--- src/logic/als_regs.vh ---
// register map, field layout and timing constants of the line switchover block
//
// How it works
// RULE1 - Software picks port A or port B as the primary line and the other port is redundant.
// RULE2 - Each watched lead has a trigger code: disabled, mark, space or no data; disabled never fires.
// RULE3 - Each watched lead has a duration of 1 to 999 seconds that the lead must stay triggered; the code accepts up to 1023, with 0 timed as 1.
// RULE4 - A primary lead held in its trigger state for its duration raises an alarm and switches over.
// RULE5 - While switched, the restore lead held in the complement of its setting switches back.
// RULE6 - A redundant lead held in its configured state for its duration inhibits switchover.
// RULE7 - Software commits new criteria explicitly, and a clear discards the pending ones.
// RULE8 - The switched position survives loss and return of power.
// RULE9 - While lamp test is asserted every indicator is lit.
// RULE10 - Gang switching acts only while the key switch is unlocked.
// RULE11 - The host runs its serial port at the baud rate of the baud select switch; here the host reaches the block through the APB register port instead.
// RULE12 - The host addresses the device with its rack address and password switches; here it selects the block with psel and the register address map instead.
// RULE13 - A lead that leaves its state before the duration expires restarts its timer.
`ifndef ALS_REGS_VH
`define ALS_REGS_VH

`define ALS_OFF_CTRL 12'h000
`define ALS_OFF_TRIG_STATE 12'h004
`define ALS_OFF_INHIB_STATE 12'h008
`define ALS_OFF_RESTORE 12'h00C
`define ALS_OFF_STATUS 12'h010
`define ALS_OFF_MASK 12'h014
`define ALS_OFF_POSITION 12'h018
`define ALS_OFF_TRIG_DUR 12'h040
`define ALS_OFF_INHIB_DUR 12'h080

`define ALS_CTRL_PRIMARY_B 0
`define ALS_CTRL_COMMIT 8
`define ALS_CTRL_CLEAR 9

`define ALS_RST_STATE_LO 0
`define ALS_RST_STATE_HI 1
`define ALS_RST_LEAD_LO 4
`define ALS_RST_LEAD_HI 7
`define ALS_RST_DUR_LO 16
`define ALS_RST_DUR_HI 25

`define ALS_ST_SWITCH 0
`define ALS_ST_FALLBACK 1
`define ALS_ST_INHIBIT 2
`define ALS_ST_GANG 3

`define ALS_POS_SWITCHED 0
`define ALS_POS_ACTIVE_B 1
`define ALS_POS_INHIBIT 2
`define ALS_POS_TRIG_LO 4
`define ALS_POS_TRIG_HI 15

`define ALS_CODE_DISABLED 2'h0
`define ALS_CODE_MARK 2'h1
`define ALS_CODE_SPACE 2'h2
`define ALS_CODE_NODATA 2'h3

`define ALS_NUM_LEADS 12
`define ALS_DUR_BITS 10
`define ALS_RESET_DUR 10'h001

`define ALS_SECOND_NS 1000000000
`define ALS_CLK_NS 50
`define ALS_TICK_CYCLES (`ALS_SECOND_NS / `ALS_CLK_NS)

`endif

--- src/logic/als_switchover.v ---
// alarm triggered switchover between a primary and a redundant serial line
//
// Chosen here: the address map and the APB register port.
`include "als_regs.vh"

// ---------------------------------------------------------------
// lead duration timer
// ---------------------------------------------------------------
module als_lead_timer (
  input wire pclk,
  input wire presetn,
  input wire tick,
  input wire cond,
  input wire [9:0] dur,
  output wire hit
);
  reg [9:0] count;
  wire [9:0] need;

  // a zero duration behaves as one second
  assign need = (dur == 10'h000) ? 10'h001 : dur;
  assign hit = cond && (count >= need);

  always @(posedge pclk or negedge presetn) begin
    if (!presetn) begin
      count <= 10'h000;
    end else if (!cond) begin
      count <= 10'h000; // RULE13
    end else if (tick && (count < need)) begin
      count <= count + 10'h001; // RULE3
    end
  end
endmodule // als_lead_timer

// ---------------------------------------------------------------
// top level
// ---------------------------------------------------------------
module als_switchover #(
  parameter TICK_CYCLES = `ALS_TICK_CYCLES
) (
  input wire pclk,
  input wire presetn,
  input wire psel,
  input wire penable,
  input wire pwrite,
  input wire [11:0] paddr,
  input wire [31:0] pwdata,
  output reg [31:0] prdata,
  output wire pready,
  output wire pslverr,
  input wire [11:0] port_a_lead,
  input wire [11:0] port_a_activity,
  input wire [11:0] port_b_lead,
  input wire [11:0] port_b_activity,
  input wire retained_switched,
  input wire key_unlocked,
  input wire gang_request,
  input wire gang_switched,
  input wire lamp_test,
  output reg switched,
  output wire active_port_b,
  output wire led_alarm,
  output wire led_line_a,
  output wire led_line_b,
  output wire led_inhibit,
  output wire irq
);
  localparam NL = `ALS_NUM_LEADS;

  // pending (software visible) and committed criteria
  reg pend_primary_b;
  reg act_primary_b;
  reg [23:0] pend_trig_state;
  reg [23:0] act_trig_state;
  reg [23:0] pend_inhib_state;
  reg [23:0] act_inhib_state;
  reg [1:0] pend_rst_state;
  reg [1:0] act_rst_state;
  reg [3:0] pend_rst_lead;
  reg [3:0] act_rst_lead;
  reg [9:0] pend_rst_dur;
  reg [9:0] act_rst_dur;
  reg [9:0] pend_trig_dur [0:NL-1];
  reg [9:0] act_trig_dur [0:NL-1];
  reg [9:0] pend_inhib_dur [0:NL-1];
  reg [9:0] act_inhib_dur [0:NL-1];
  reg [3:0] status;
  reg [3:0] mask;
  reg alarm;
  reg loaded;
  reg [31:0] tick_count;
  reg tick;
  integer i;

  // ---------------------------------------------------------------
  // apb decode
  // ---------------------------------------------------------------
  wire setup = psel && !penable;
  wire access = psel && penable;
  wire wr = access && pwrite;
  wire rd_done = access && !pwrite;
  wire in_trig_dur = (paddr >= `ALS_OFF_TRIG_DUR) && (paddr < `ALS_OFF_TRIG_DUR + 12'h030);
  wire in_inhib_dur = (paddr >= `ALS_OFF_INHIB_DUR) && (paddr < `ALS_OFF_INHIB_DUR + 12'h030);
  wire [3:0] dur_idx = in_trig_dur ? paddr[5:2] : (paddr[5:2] - 4'h0);
  wire mapped = (paddr[1:0] == 2'h0) && ((paddr <= `ALS_OFF_POSITION) || in_trig_dur
                || in_inhib_dur);
  wire commit = wr && (paddr == `ALS_OFF_CTRL) && pwdata[`ALS_CTRL_COMMIT];
  wire discard = wr && (paddr == `ALS_OFF_CTRL) && pwdata[`ALS_CTRL_CLEAR] && !commit;

  assign pready = 1'b1;
  assign pslverr = access && !mapped;

  // ---------------------------------------------------------------
  // one second timebase
  // ---------------------------------------------------------------
  always @(posedge pclk or negedge presetn) begin
    if (!presetn) begin
      tick_count <= 32'h00000000;
      tick <= 1'b0;
    end else if (tick_count >= TICK_CYCLES - 1) begin
      tick_count <= 32'h00000000;
      tick <= 1'b1;
    end else begin
      tick_count <= tick_count + 32'h00000001;
      tick <= 1'b0;
    end
  end

  // ---------------------------------------------------------------
  // lead conditions
  // ---------------------------------------------------------------
  function cond_of;
    input [1:0] code;
    input level;
    input activity;
    begin
      case (code)
        `ALS_CODE_MARK: cond_of = level;
        `ALS_CODE_SPACE: cond_of = !level;
        `ALS_CODE_NODATA: cond_of = !activity;
        default: cond_of = 1'b0; // RULE2
      endcase
    end
  endfunction

  // the other port is redundant with no setting of its own
  wire [11:0] pri_lead = act_primary_b ? port_b_lead : port_a_lead; // RULE1
  wire [11:0] pri_act = act_primary_b ? port_b_activity : port_a_activity;
  wire [11:0] red_lead = act_primary_b ? port_a_lead : port_b_lead; // RULE1
  wire [11:0] red_act = act_primary_b ? port_a_activity : port_b_activity;

  wire [11:0] trig_cond;
  wire [11:0] trig_hit;
  wire [11:0] inhib_cond;
  wire [11:0] inhib_hit;

  genvar g;
  generate
    for (g = 0; g < NL; g = g + 1) begin : lead
      assign trig_cond[g] = cond_of(act_trig_state[2*g+1:2*g], pri_lead[g], pri_act[g]);
      assign inhib_cond[g] = cond_of(act_inhib_state[2*g+1:2*g], red_lead[g], red_act[g]);
      als_lead_timer u_trig (
        .pclk(pclk),
        .presetn(presetn),
        .tick(tick),
        .cond(trig_cond[g]),
        .dur(act_trig_dur[g]),
        .hit(trig_hit[g])
      );
      als_lead_timer u_inhib (
        .pclk(pclk),
        .presetn(presetn),
        .tick(tick),
        .cond(inhib_cond[g]),
        .dur(act_inhib_dur[g]),
        .hit(inhib_hit[g])
      );
    end
  endgenerate

  // restore watches the primary lead for the complement of its setting
  wire [3:0] rst_idx = (act_rst_lead < 4'hC) ? act_rst_lead : 4'h0;
  reg rst_cond;
  always @* begin
    case (act_rst_state)
      `ALS_CODE_MARK: rst_cond = !pri_lead[rst_idx];
      `ALS_CODE_SPACE: rst_cond = pri_lead[rst_idx];
      `ALS_CODE_NODATA: rst_cond = pri_act[rst_idx];
      default: rst_cond = 1'b0;
    endcase
  end

  wire rst_hit;
  als_lead_timer u_restore (
    .pclk(pclk),
    .presetn(presetn),
    .tick(tick),
    .cond(rst_cond && (act_rst_lead < 4'hC)),
    .dur(act_rst_dur),
    .hit(rst_hit) // RULE5
  );

  wire inhibit = |inhib_hit; // RULE6
  wire trigger = |trig_hit; // RULE4

  // ---------------------------------------------------------------
  // switch position
  // ---------------------------------------------------------------
  wire gang_ok = gang_request && key_unlocked && (gang_switched != switched); // RULE10
  wire ev_switch = loaded && !gang_ok && !switched && trigger && !inhibit; // RULE4
  wire ev_fallback = loaded && !gang_ok && switched && rst_hit; // RULE5
  wire ev_inhibit = loaded && !switched && trigger && inhibit; // RULE6
  wire ev_gang = loaded && gang_ok;

  always @(posedge pclk or negedge presetn) begin
    if (!presetn) begin
      switched <= 1'b0;
      loaded <= 1'b0;
      alarm <= 1'b0;
    end else if (!loaded) begin
      // position is taken from the retained store after reset release
      switched <= retained_switched; // RULE8
      loaded <= 1'b1;
    end else begin
      if (gang_ok) begin
        switched <= gang_switched; // RULE10
      end else if (ev_switch) begin
        switched <= 1'b1; // RULE4
      end else if (ev_fallback) begin
        switched <= 1'b0; // RULE5
      end
      if (ev_switch) begin
        alarm <= 1'b1;
      end else if (!switched || ev_fallback) begin
        alarm <= 1'b0;
      end
    end
  end

  assign active_port_b = act_primary_b ^ switched;

  // ---------------------------------------------------------------
  // indicators and interrupt
  // ---------------------------------------------------------------
  assign led_alarm = lamp_test || alarm; // RULE9
  assign led_line_a = lamp_test || !active_port_b; // RULE9
  assign led_line_b = lamp_test || active_port_b; // RULE9
  assign led_inhibit = lamp_test || inhibit; // RULE9
  assign irq = |(status & mask);

  wire [3:0] events = {ev_gang, ev_inhibit, ev_fallback, ev_switch};
  wire [3:0] status_rd = (rd_done && paddr == `ALS_OFF_STATUS) ? prdata[3:0] : 4'h0;

  always @(posedge pclk or negedge presetn) begin
    if (!presetn) begin
      status <= 4'h0;
      mask <= 4'h0;
    end else begin
      // only bits seen by the read are cleared, so a new event is never lost
      status <= (status & ~status_rd) | events;
      if (wr && paddr == `ALS_OFF_MASK) begin
        mask <= pwdata[3:0];
      end
    end
  end

  // ---------------------------------------------------------------
  // pending and committed criteria
  // ---------------------------------------------------------------
  always @(posedge pclk or negedge presetn) begin
    if (!presetn) begin
      pend_primary_b <= 1'b0;
      act_primary_b <= 1'b0;
      pend_trig_state <= 24'h000000;
      act_trig_state <= 24'h000000;
      pend_inhib_state <= 24'h000000;
      act_inhib_state <= 24'h000000;
      pend_rst_state <= `ALS_CODE_DISABLED;
      act_rst_state <= `ALS_CODE_DISABLED;
      pend_rst_lead <= 4'h0;
      act_rst_lead <= 4'h0;
      pend_rst_dur <= `ALS_RESET_DUR;
      act_rst_dur <= `ALS_RESET_DUR;
      for (i = 0; i < NL; i = i + 1) begin
        pend_trig_dur[i] <= `ALS_RESET_DUR;
        act_trig_dur[i] <= `ALS_RESET_DUR;
        pend_inhib_dur[i] <= `ALS_RESET_DUR;
        act_inhib_dur[i] <= `ALS_RESET_DUR;
      end
    end else if (commit) begin
      act_primary_b <= pend_primary_b; // RULE7
      act_trig_state <= pend_trig_state;
      act_inhib_state <= pend_inhib_state;
      act_rst_state <= pend_rst_state;
      act_rst_lead <= pend_rst_lead;
      act_rst_dur <= pend_rst_dur;
      for (i = 0; i < NL; i = i + 1) begin
        act_trig_dur[i] <= pend_trig_dur[i];
        act_inhib_dur[i] <= pend_inhib_dur[i];
      end
    end else if (discard) begin
      pend_primary_b <= act_primary_b; // RULE7
      pend_trig_state <= act_trig_state;
      pend_inhib_state <= act_inhib_state;
      pend_rst_state <= act_rst_state;
      pend_rst_lead <= act_rst_lead;
      pend_rst_dur <= act_rst_dur;
      for (i = 0; i < NL; i = i + 1) begin
        pend_trig_dur[i] <= act_trig_dur[i];
        pend_inhib_dur[i] <= act_inhib_dur[i];
      end
    end else if (wr) begin
      case (paddr)
        `ALS_OFF_CTRL: pend_primary_b <= pwdata[`ALS_CTRL_PRIMARY_B]; // RULE1
        `ALS_OFF_TRIG_STATE: pend_trig_state <= pwdata[23:0]; // RULE2
        `ALS_OFF_INHIB_STATE: pend_inhib_state <= pwdata[23:0];
        `ALS_OFF_RESTORE: begin
          pend_rst_state <= pwdata[`ALS_RST_STATE_HI:`ALS_RST_STATE_LO];
          pend_rst_lead <= pwdata[`ALS_RST_LEAD_HI:`ALS_RST_LEAD_LO];
          pend_rst_dur <= pwdata[`ALS_RST_DUR_HI:`ALS_RST_DUR_LO];
        end
        default: begin
          if (in_trig_dur && paddr[1:0] == 2'h0) begin
            pend_trig_dur[dur_idx] <= pwdata[9:0]; // RULE3
          end
          if (in_inhib_dur && paddr[1:0] == 2'h0) begin
            pend_inhib_dur[dur_idx] <= pwdata[9:0]; // RULE3
          end
        end
      endcase
    end
  end

  // ---------------------------------------------------------------
  // read data, captured in the setup cycle
  // ---------------------------------------------------------------
  always @(posedge pclk or negedge presetn) begin
    if (!presetn) begin
      prdata <= 32'h00000000;
    end else if (setup && !pwrite) begin
      case (paddr)
        `ALS_OFF_CTRL: prdata <= {31'h00000000, pend_primary_b};
        `ALS_OFF_TRIG_STATE: prdata <= {8'h00, pend_trig_state};
        `ALS_OFF_INHIB_STATE: prdata <= {8'h00, pend_inhib_state};
        `ALS_OFF_RESTORE: prdata <= {6'h00, pend_rst_dur, 8'h00, pend_rst_lead, 2'h0,
                                     pend_rst_state};
        `ALS_OFF_STATUS: prdata <= {28'h0000000, status};
        `ALS_OFF_MASK: prdata <= {28'h0000000, mask};
        `ALS_OFF_POSITION: prdata <= {16'h0000, trig_cond, 1'b0, inhibit, active_port_b,
                                      switched};
        default: begin
          if (in_trig_dur && paddr[1:0] == 2'h0) begin
            prdata <= {22'h000000, pend_trig_dur[dur_idx]};
          end else if (in_inhib_dur && paddr[1:0] == 2'h0) begin
            prdata <= {22'h000000, pend_inhib_dur[dur_idx]};
          end else begin
            prdata <= 32'h00000000;
          end
        end
      endcase
    end
  end
endmodule // als_switchover

--- config.mk ---
export PLATFORM = sky130hd
export DESIGN_NAME = als_switchover
export DESIGN_NICKNAME = d
export VERILOG_FILES = /design/src/logic/als_switchover.v
export VERILOG_INCLUDE_DIRS = /design/src /design/src/logic
export SDC_FILE = /design/constraint.sdc
export NUM_CORES = 2
export LEC_CHECK = 0
export BUFFER_PORTS_ARGS = -buffer_cell sky130_fd_sc_hd__buf_2
export CAP_MARGIN = 20
export CORE_UTILIZATION = 64
export DETAILED_ROUTE_END_ITERATION = 12
export HOLD_SLACK_MARGIN = 0.03
export PLACE_DENSITY = 0.82
export SLEW_MARGIN = 20
export SYNTH_ARGS = -nofsm -noshare
export SYNTH_HDL_FRONTEND = slang
export SYNTH_HIERARCHICAL = 1
export SYNTH_SLANG_ARGS = --single-unit
export TNS_END_PERCENT = 30
--- constraint.sdc ---
create_clock -name pclk -period 3.95 [get_ports pclk]
set_input_delay 0.395 -clock pclk [delete_from_list [all_inputs] [get_ports pclk]]
set_output_delay 0.395 -clock pclk [all_outputs]
set_load 0.005 [all_outputs]
Word level (Yosys, flattened, before mapping)
Index checks and enable logic that the tools add are counted.

Flip-flop bits (word level): 936. Latch bits: 0. Memory bits (writable): 0. Memory bits (read-only): 0. Output and inout port bits: 41. Word-level logic and storage cells: 643. Memories kept: 0.

$add $sub $neg: 26. Multiply operators: 0. Divide/modulo/power cells: 0. Order comparisons: 60. Equal/unequal tests: 109. Shift operators: 0. Mux-type cells: 157. Bitwise logic cells: 7. Reductions and logical operators: 191.

Operator list (count): 120-bit two-way mux (8); 10-bit two-way mux (85); 10-bit by 1-bit adder with 10-bit output, second input constant (25); 10-bit >= comparator (25); 10-bit zero test (25); 10-bit less-than comparator (25); 120-bit bitwise mux (2); 26-bit case mux with 7 select lines (1); 24-bit two-way mux (6); 2-bit == test, second input constant (50); 1-bit logical AND (81); 10-bit binary-select mux with 4-bit select (2); 1-bit case mux with 3 select lines (25); 1-bit zero test (57); 2-bit by 1-bit == test with 1-bit output, second input constant (25); 2-bit inequality test, second input constant (25); 12-bit two-way mux (4); 10-bit demux with 4-bit select (1); 12-bit by 5-bit == test with 1-bit output, second input constant (3); 32-bit by 1-bit adder with 32-bit output, second input constant (1); 32-bit by 25-bit >= comparator with 1-bit output, second input constant (1); 32-bit two-way mux (1); 12-bit by 4-bit == test with 1-bit output, second input constant (2); 12-bit OR reduction (2); other kinds (31) (68).

Depth between registers and ports, before layout
Depth in word-level cells: 13. Gate-level depth with buffers: 16.

By module
The synthesis kept the hierarchy.

Modules (own cells, without submodules): als_switchover (times used 1, cells each 2838, area each 31981.9 um^2, sequential area each 17078.9 um^2); als_lead_timer at lead[0].u_inhib ... (times used 24, cells each 97, area each 867.1 um^2, sequential area each 250.2 um^2); als_lead_timer at lead[7].u_trig (times used 1, cells each 97, area each 870.8 um^2, sequential area each 250.2 um^2).

Worst setup path before layout
Ideal clock, no wire load.

Path kind: flip-flop to flip-flop. Start: reg act_primary_b. End: reg switched. Setup time: 127 ps. Data arrival time: 3476 ps. Required time: 3823 ps. Slack: 346 ps. Stages on the path, launching flop included: 15. Path buffers: 3. Period minus slack after synthesis: 3604 ps. Cell sequence: dfrtp_1 -> clkbuf_1 -> buf_2 -> buf_1 -> mux4_2 -> mux2i_1 -> mux2i_1 -> a22o_1 -> nor3_1 -> clkinv_1 -> a21oi_1 -> nor3b_1 -> a21oi_1 -> a21oi_1 -> or2_2.

Elaborated cells between the ends (all ways): 118. Those cells by class: eq/ne (1); mux (36); reduce/logical (81).

RTL lines: start: declaration (line als_switchover.v:72) `reg act_primary_b;`; start signal: assignment (line als_switchover.v:291) `act_primary_b <= pend_primary_b;`; 12-bit two-way mux (line als_switchover.v:147) `wire [11:0] pri_lead = act_primary_b ? port_b_lead : port_a_lead;`; 1-bit binary-select mux with 4-bit select (line als_switchover.v:186, als_switchover.v:187); 1-bit two-way mux (not written as such) (line als_switchover.v:186, als_switchover.v:187); 1-bit zero test (line als_switchover.v:186) `` `ALS_CODE_MARK: rst_cond = !pri_lead[rst_idx]; ``; 1-bit case mux with 3 select lines (*) (line als_switchover.v:185) `case (act_rst_state)`; 1-bit logical AND (*) (line als_switchover.v:198) `.cond(rst_cond && (act_rst_lead < 4'hC)),`; 1-bit logical AND (*) (line als_switchover.v:22) `assign hit = cond && (count >= need);`; via rst_hit (line als_switchover.v:193) `wire rst_hit;`; 1-bit logical AND (*) (line als_switchover.v:211) `wire ev_fallback = loaded && !gang_ok && switched && rst_hit;`; 4-bit by 1-bit inequality test with 1-bit output (no source line) (*); end signal: assignment (line als_switchover.v:222) `switched <= retained_switched;`; end signal: assignment (line als_switchover.v:226) `switched <= gang_switched;`; end: declaration (line als_switchover.v:60) `output reg switched,`.

Mark *: on every way through the listed nets, which the timed path passes. The rest lies on a longest branch. The select of a mux whose other input is x is not followed. A chain may end at the register's enable or synchronous reset.

Worst setup path in the final report
Start: reg act_inhib_dur[37] (netlist name). End: out led_inhibit.

Word-level cells in the longest chain between the ends: 6.

RTL lines: start: declaration (line als_switchover.v:86) `reg [9:0] act_inhib_dur [0:NL-1];`; start signal: indexed assignment (line als_switchover.v:288) `` act_inhib_dur[i] <= `ALS_RESET_DUR; ``; start signal: indexed assignment (line als_switchover.v:299) `act_inhib_dur[i] <= pend_inhib_dur[i];`; 10-bit zero test (line als_switchover.v:21) `assign need = (dur == 10'h000) ? 10'h001 : dur;`; 10-bit two-way mux (*) (line als_switchover.v:21); 10-bit >= comparator (*) (line als_switchover.v:22); 1-bit logical AND (*) (line als_switchover.v:22); via inhib_hit[8] (line als_switchover.v:155) `wire [11:0] inhib_hit;`; 12-bit OR reduction (*) (line als_switchover.v:203) `wire inhibit = |inhib_hit;`; 1-bit logical OR (*) (line als_switchover.v:248) `assign led_inhibit = lamp_test || inhibit;`; end: declaration (line als_switchover.v:65) `output wire led_inhibit,`.

Mark *: on every way through the listed nets, which the timed path passes. The rest lies on a longest branch.

==> metrics <==
status=finished, final reports clean; Slew Viols, Final=0; DR WL/cell=24.3 µm; gp weighted congestion=0.989; mux contribution to synthesized area=12.8%; clk buf depth=3; Starting DRT DRC Count=5308; synthesis warning total=6; GRT overflow=0; critical path cell sequence=inv_1, ha_1, a211oi_2, nor2_1, a2111oi_4, a21oi_4, nor4_4, buf_4, nand3_4, or2_4, buf_2; core area=82500 µm²; CP Max Fanout=4; pin count of the biggest net entering global routing=110; Net Sw Power=0.00484 W; Max-Cap Viols=0; worst-skew pair later-pin latency=0.67 ns; EDFF count, synth=0; post-synthesis xor/xnor area fraction=1.22%; switching part of the total power=23.4%; Top FF cell, synth=dfrtp_1; slowest stage cell on the critical path=dfrtp_1; final hold violation count=0; period utilization=99.1%; vias in the first global route=44500; total CTS buffers=100; FF-to-FF path depth=12; post-synthesis adder-cell area fraction=6.44%; die height=292 µm; synthesized flop and latch total=930; Syn Area/Cell=10.2 µm²; most common cell after layout, fill and taps aside=dfrtp_1; first-pass GRT wire length=251000 µm; slowest stage delay, CP=0.43 ns; Root Driver=clkbuf_16; Post-DP Area=56000 µm²; Tot GR Track Use=37.3%; Leak Pwr=26.7 nW; Data required, critical path=3.56 ns; share of cells above drive strength 1=22.8%; peak supply drop=0.346 mV; Hold Path Depth=3; Initial Util=65.0%; clock skew=0.0179 ns; Final Util=73.0%; Setup-failing EPs final=0; fin crit period=3.91 ns; TritonCTS clock tree=done; slew margin rel.=24.3%; Sinks on Clock Net=930; Detailed Place HPWL=109000 µm; fmax=255 MHz; arrival time worst endpoint=3.52 ns; Seq/Total Area, Yosys=43.5%; Post-synth ARST share=100%; Crit Path Class=reg2out; Setup crit start kind=flop; Synth area leaders=dfrtp_1 (41%), mux2_2 (7.2%), ha_1 (6.4%); hold_ws=0.0458 ns; Synth Area in Simple Gates=12.9%; Die ar.=85000 µm²; HP Class=in2reg; number of vias per cell=6.79; commonest non-fill, non-tap cells in the layout=dfrtp_1 (874), a21oi_1 (501), nor2_1 (456); P_int=0.0158 W; Cells after Synth=5263; synthesized area=53700 µm²; final wirelength=160000 µm; I/O pins=143; PwrDens=343 nW/µm²; clock network power share=48.3%; initial antenna violation count=9; count of cell types in the netlist=82; Flop pwr share=46.7%; logic gate share of total power=5.1%; leading area contributor after synthesis=dfrtp_1; fin nets=5823; post-synthesis compound-gate area fraction=18.0%; Routed Antenna Nets=0; Reg clk slew, reported paths=0.06 ns; top cell type's share of synthesized area=41.0%; kind of end point of the critical path=primary output; H-tree depth=3; synthesis-to-finish area growth=12.2%; Worst Max-Slew Pin Slew=1.14 ns; port bufs=129; DR vias=44800; Residual DRC=0; Final Instance Area=60200 µm²; largest family of logic cells by synthesized area=compound AO/OA/AOI/OAI gates; Chip Width=292 µm; fillcell total=5448; drt pass-1 iters=10; number of cell rows=105
## power groups by stage
stage	logic [W]	registers (W)	clock network, W
floorplan	0.000505	0.00978	0
global placement	0.000984	0.00980	0
detailed placement	0.00101	0.00980	0
CTS	0.00102	0.00963	0.0100
global route	0.00111	0.00963	0.0104
finish	0.00104	0.00963	0.00996
## cell families (layout without fill, tap and decap cells)
group           after synthesis  in the layout
simple gates               1424           1424
compound gates             1347           1347
flops                       930            930
buf+inv                     644            897
mux                         565            565
fa+ha+maj                   276            276
xor+xnor                     75             75
other cells                   2             18
## critical path: cells and delay by family (launching register included)
family / cells / cell delay, ns
AOI/OAI and AO/OA: 3 / 0.86
adders and majority gates: 1 / 0.32
buffers and inverters: 3 / 0.37
DFF: 1 / 0.43
and+or+nand+nor: 4 / 0.87
## flip-flops by register name (all words and copies together), names as in the netlist, 10 cells and up
name,cells
pend_trig_state,24
lead.u_inhib/count,120
act_rst_dur,10
act_trig_dur,120
pend_inhib_state,24
act_inhib_dur,120
pend_rst_dur,10
pend_inhib_dur,120
pend_trig_dur,120
u_restore/count,10
tick_count,32
act_trig_state,24
act_inhib_state,24
prdata,26
lead.u_trig/count,120
## stage by stage
stage / instances / TNS (ns) / worst slack [ns] / power [W]
2_1_floorplan: 5276 / 0 / 0.346 / 0.0103
3_3_place_gp: 6391 / 0 / 0.0836 / 0.0108
3_5_place_dp: 6391 / -0.0469 / -0.0281 / 0.0108
4_1_cts: 6592 / 0 / 0.000427 / 0.0207
5_1_grt: 6600 / -0.0137 / -0.0137 / 0.0211
6_report: 6602 / 0 / 0.0357 / 0.0206
## Yosys cell counts (all sizes together) (50+ instances only)
cell type	instances
a2111oi	54
a211oi	83
a21o	80
a21oi	538
and3	61
buf	116
clkbuf	127
dfrtp	880
dfstp	50
ha	276
inv	376
mux2	342
mux2i	159
mux4	64
nand2	303
nand2b	91
nand3	173
nand4	104
nor2	460
nor4	63
o21ai	207
o22ai	181
xnor2	58
## area by class of cell
| type | count | area, µm² | area share (%) |
|---|---|---|---|
| multi-input combinational | 3702 | 28200 | 46.8 |
| sequential | 930 | 23300 | 38.8 |
| clock buffer | 144 | 2980 | 4.95 |
| timing repair buffer | 310 | 2320 | 3.86 |
| inverter | 401 | 1510 | 2.50 |
| tap | 1070 | 1340 | 2.22 |
| clock inverter | 42 | 523 | 0.869 |
| antenna | 3 | 7.51 | 0.0125 |
## repair_timing
action	in CTS	in global routing
resized for setup	57	43
setup buffers	13	10
pin swaps	30	31
endpoints found under the hold margin	72	0
gates cloned	1	0
endpoints found under the setup margin	2	1
hold buffers	1	0
## path summary, 6_finish.rpt
| path | start | to | slack (ns) |
|---|---|---|---|
| setup / recovery | act_inhib_dur[37] | led_inhibit | 0.04 |
| hold / removal | pwdata[25] | pend_rst_dur[9] | 0.05 |
| setup reg to reg | act_primary_b | status[0] | 0.26 |
| hold reg to reg | prdata[10] | prdata[10] | 0.48 |
| max in group asynchronous | presetn | lead[3].u_inhib/count[8] | 2.32 |
| min in group asynchronous | presetn | u_restore/count[2] | 0.37 |
## per-layer routing
layer | track usage [%] | routed length, µm | up-vias
met5 | 0.113 | 80 | -
met3 | 9.31 | 18500 | 664
met4 | 21.1 | 10600 | 12
li1 | - | - | 19500
met2 | 57.3 | 71800 | 2560
met1 | 48.4 | 59400 | 22100
Note: power is estimated with default switching activity, not from simulation.
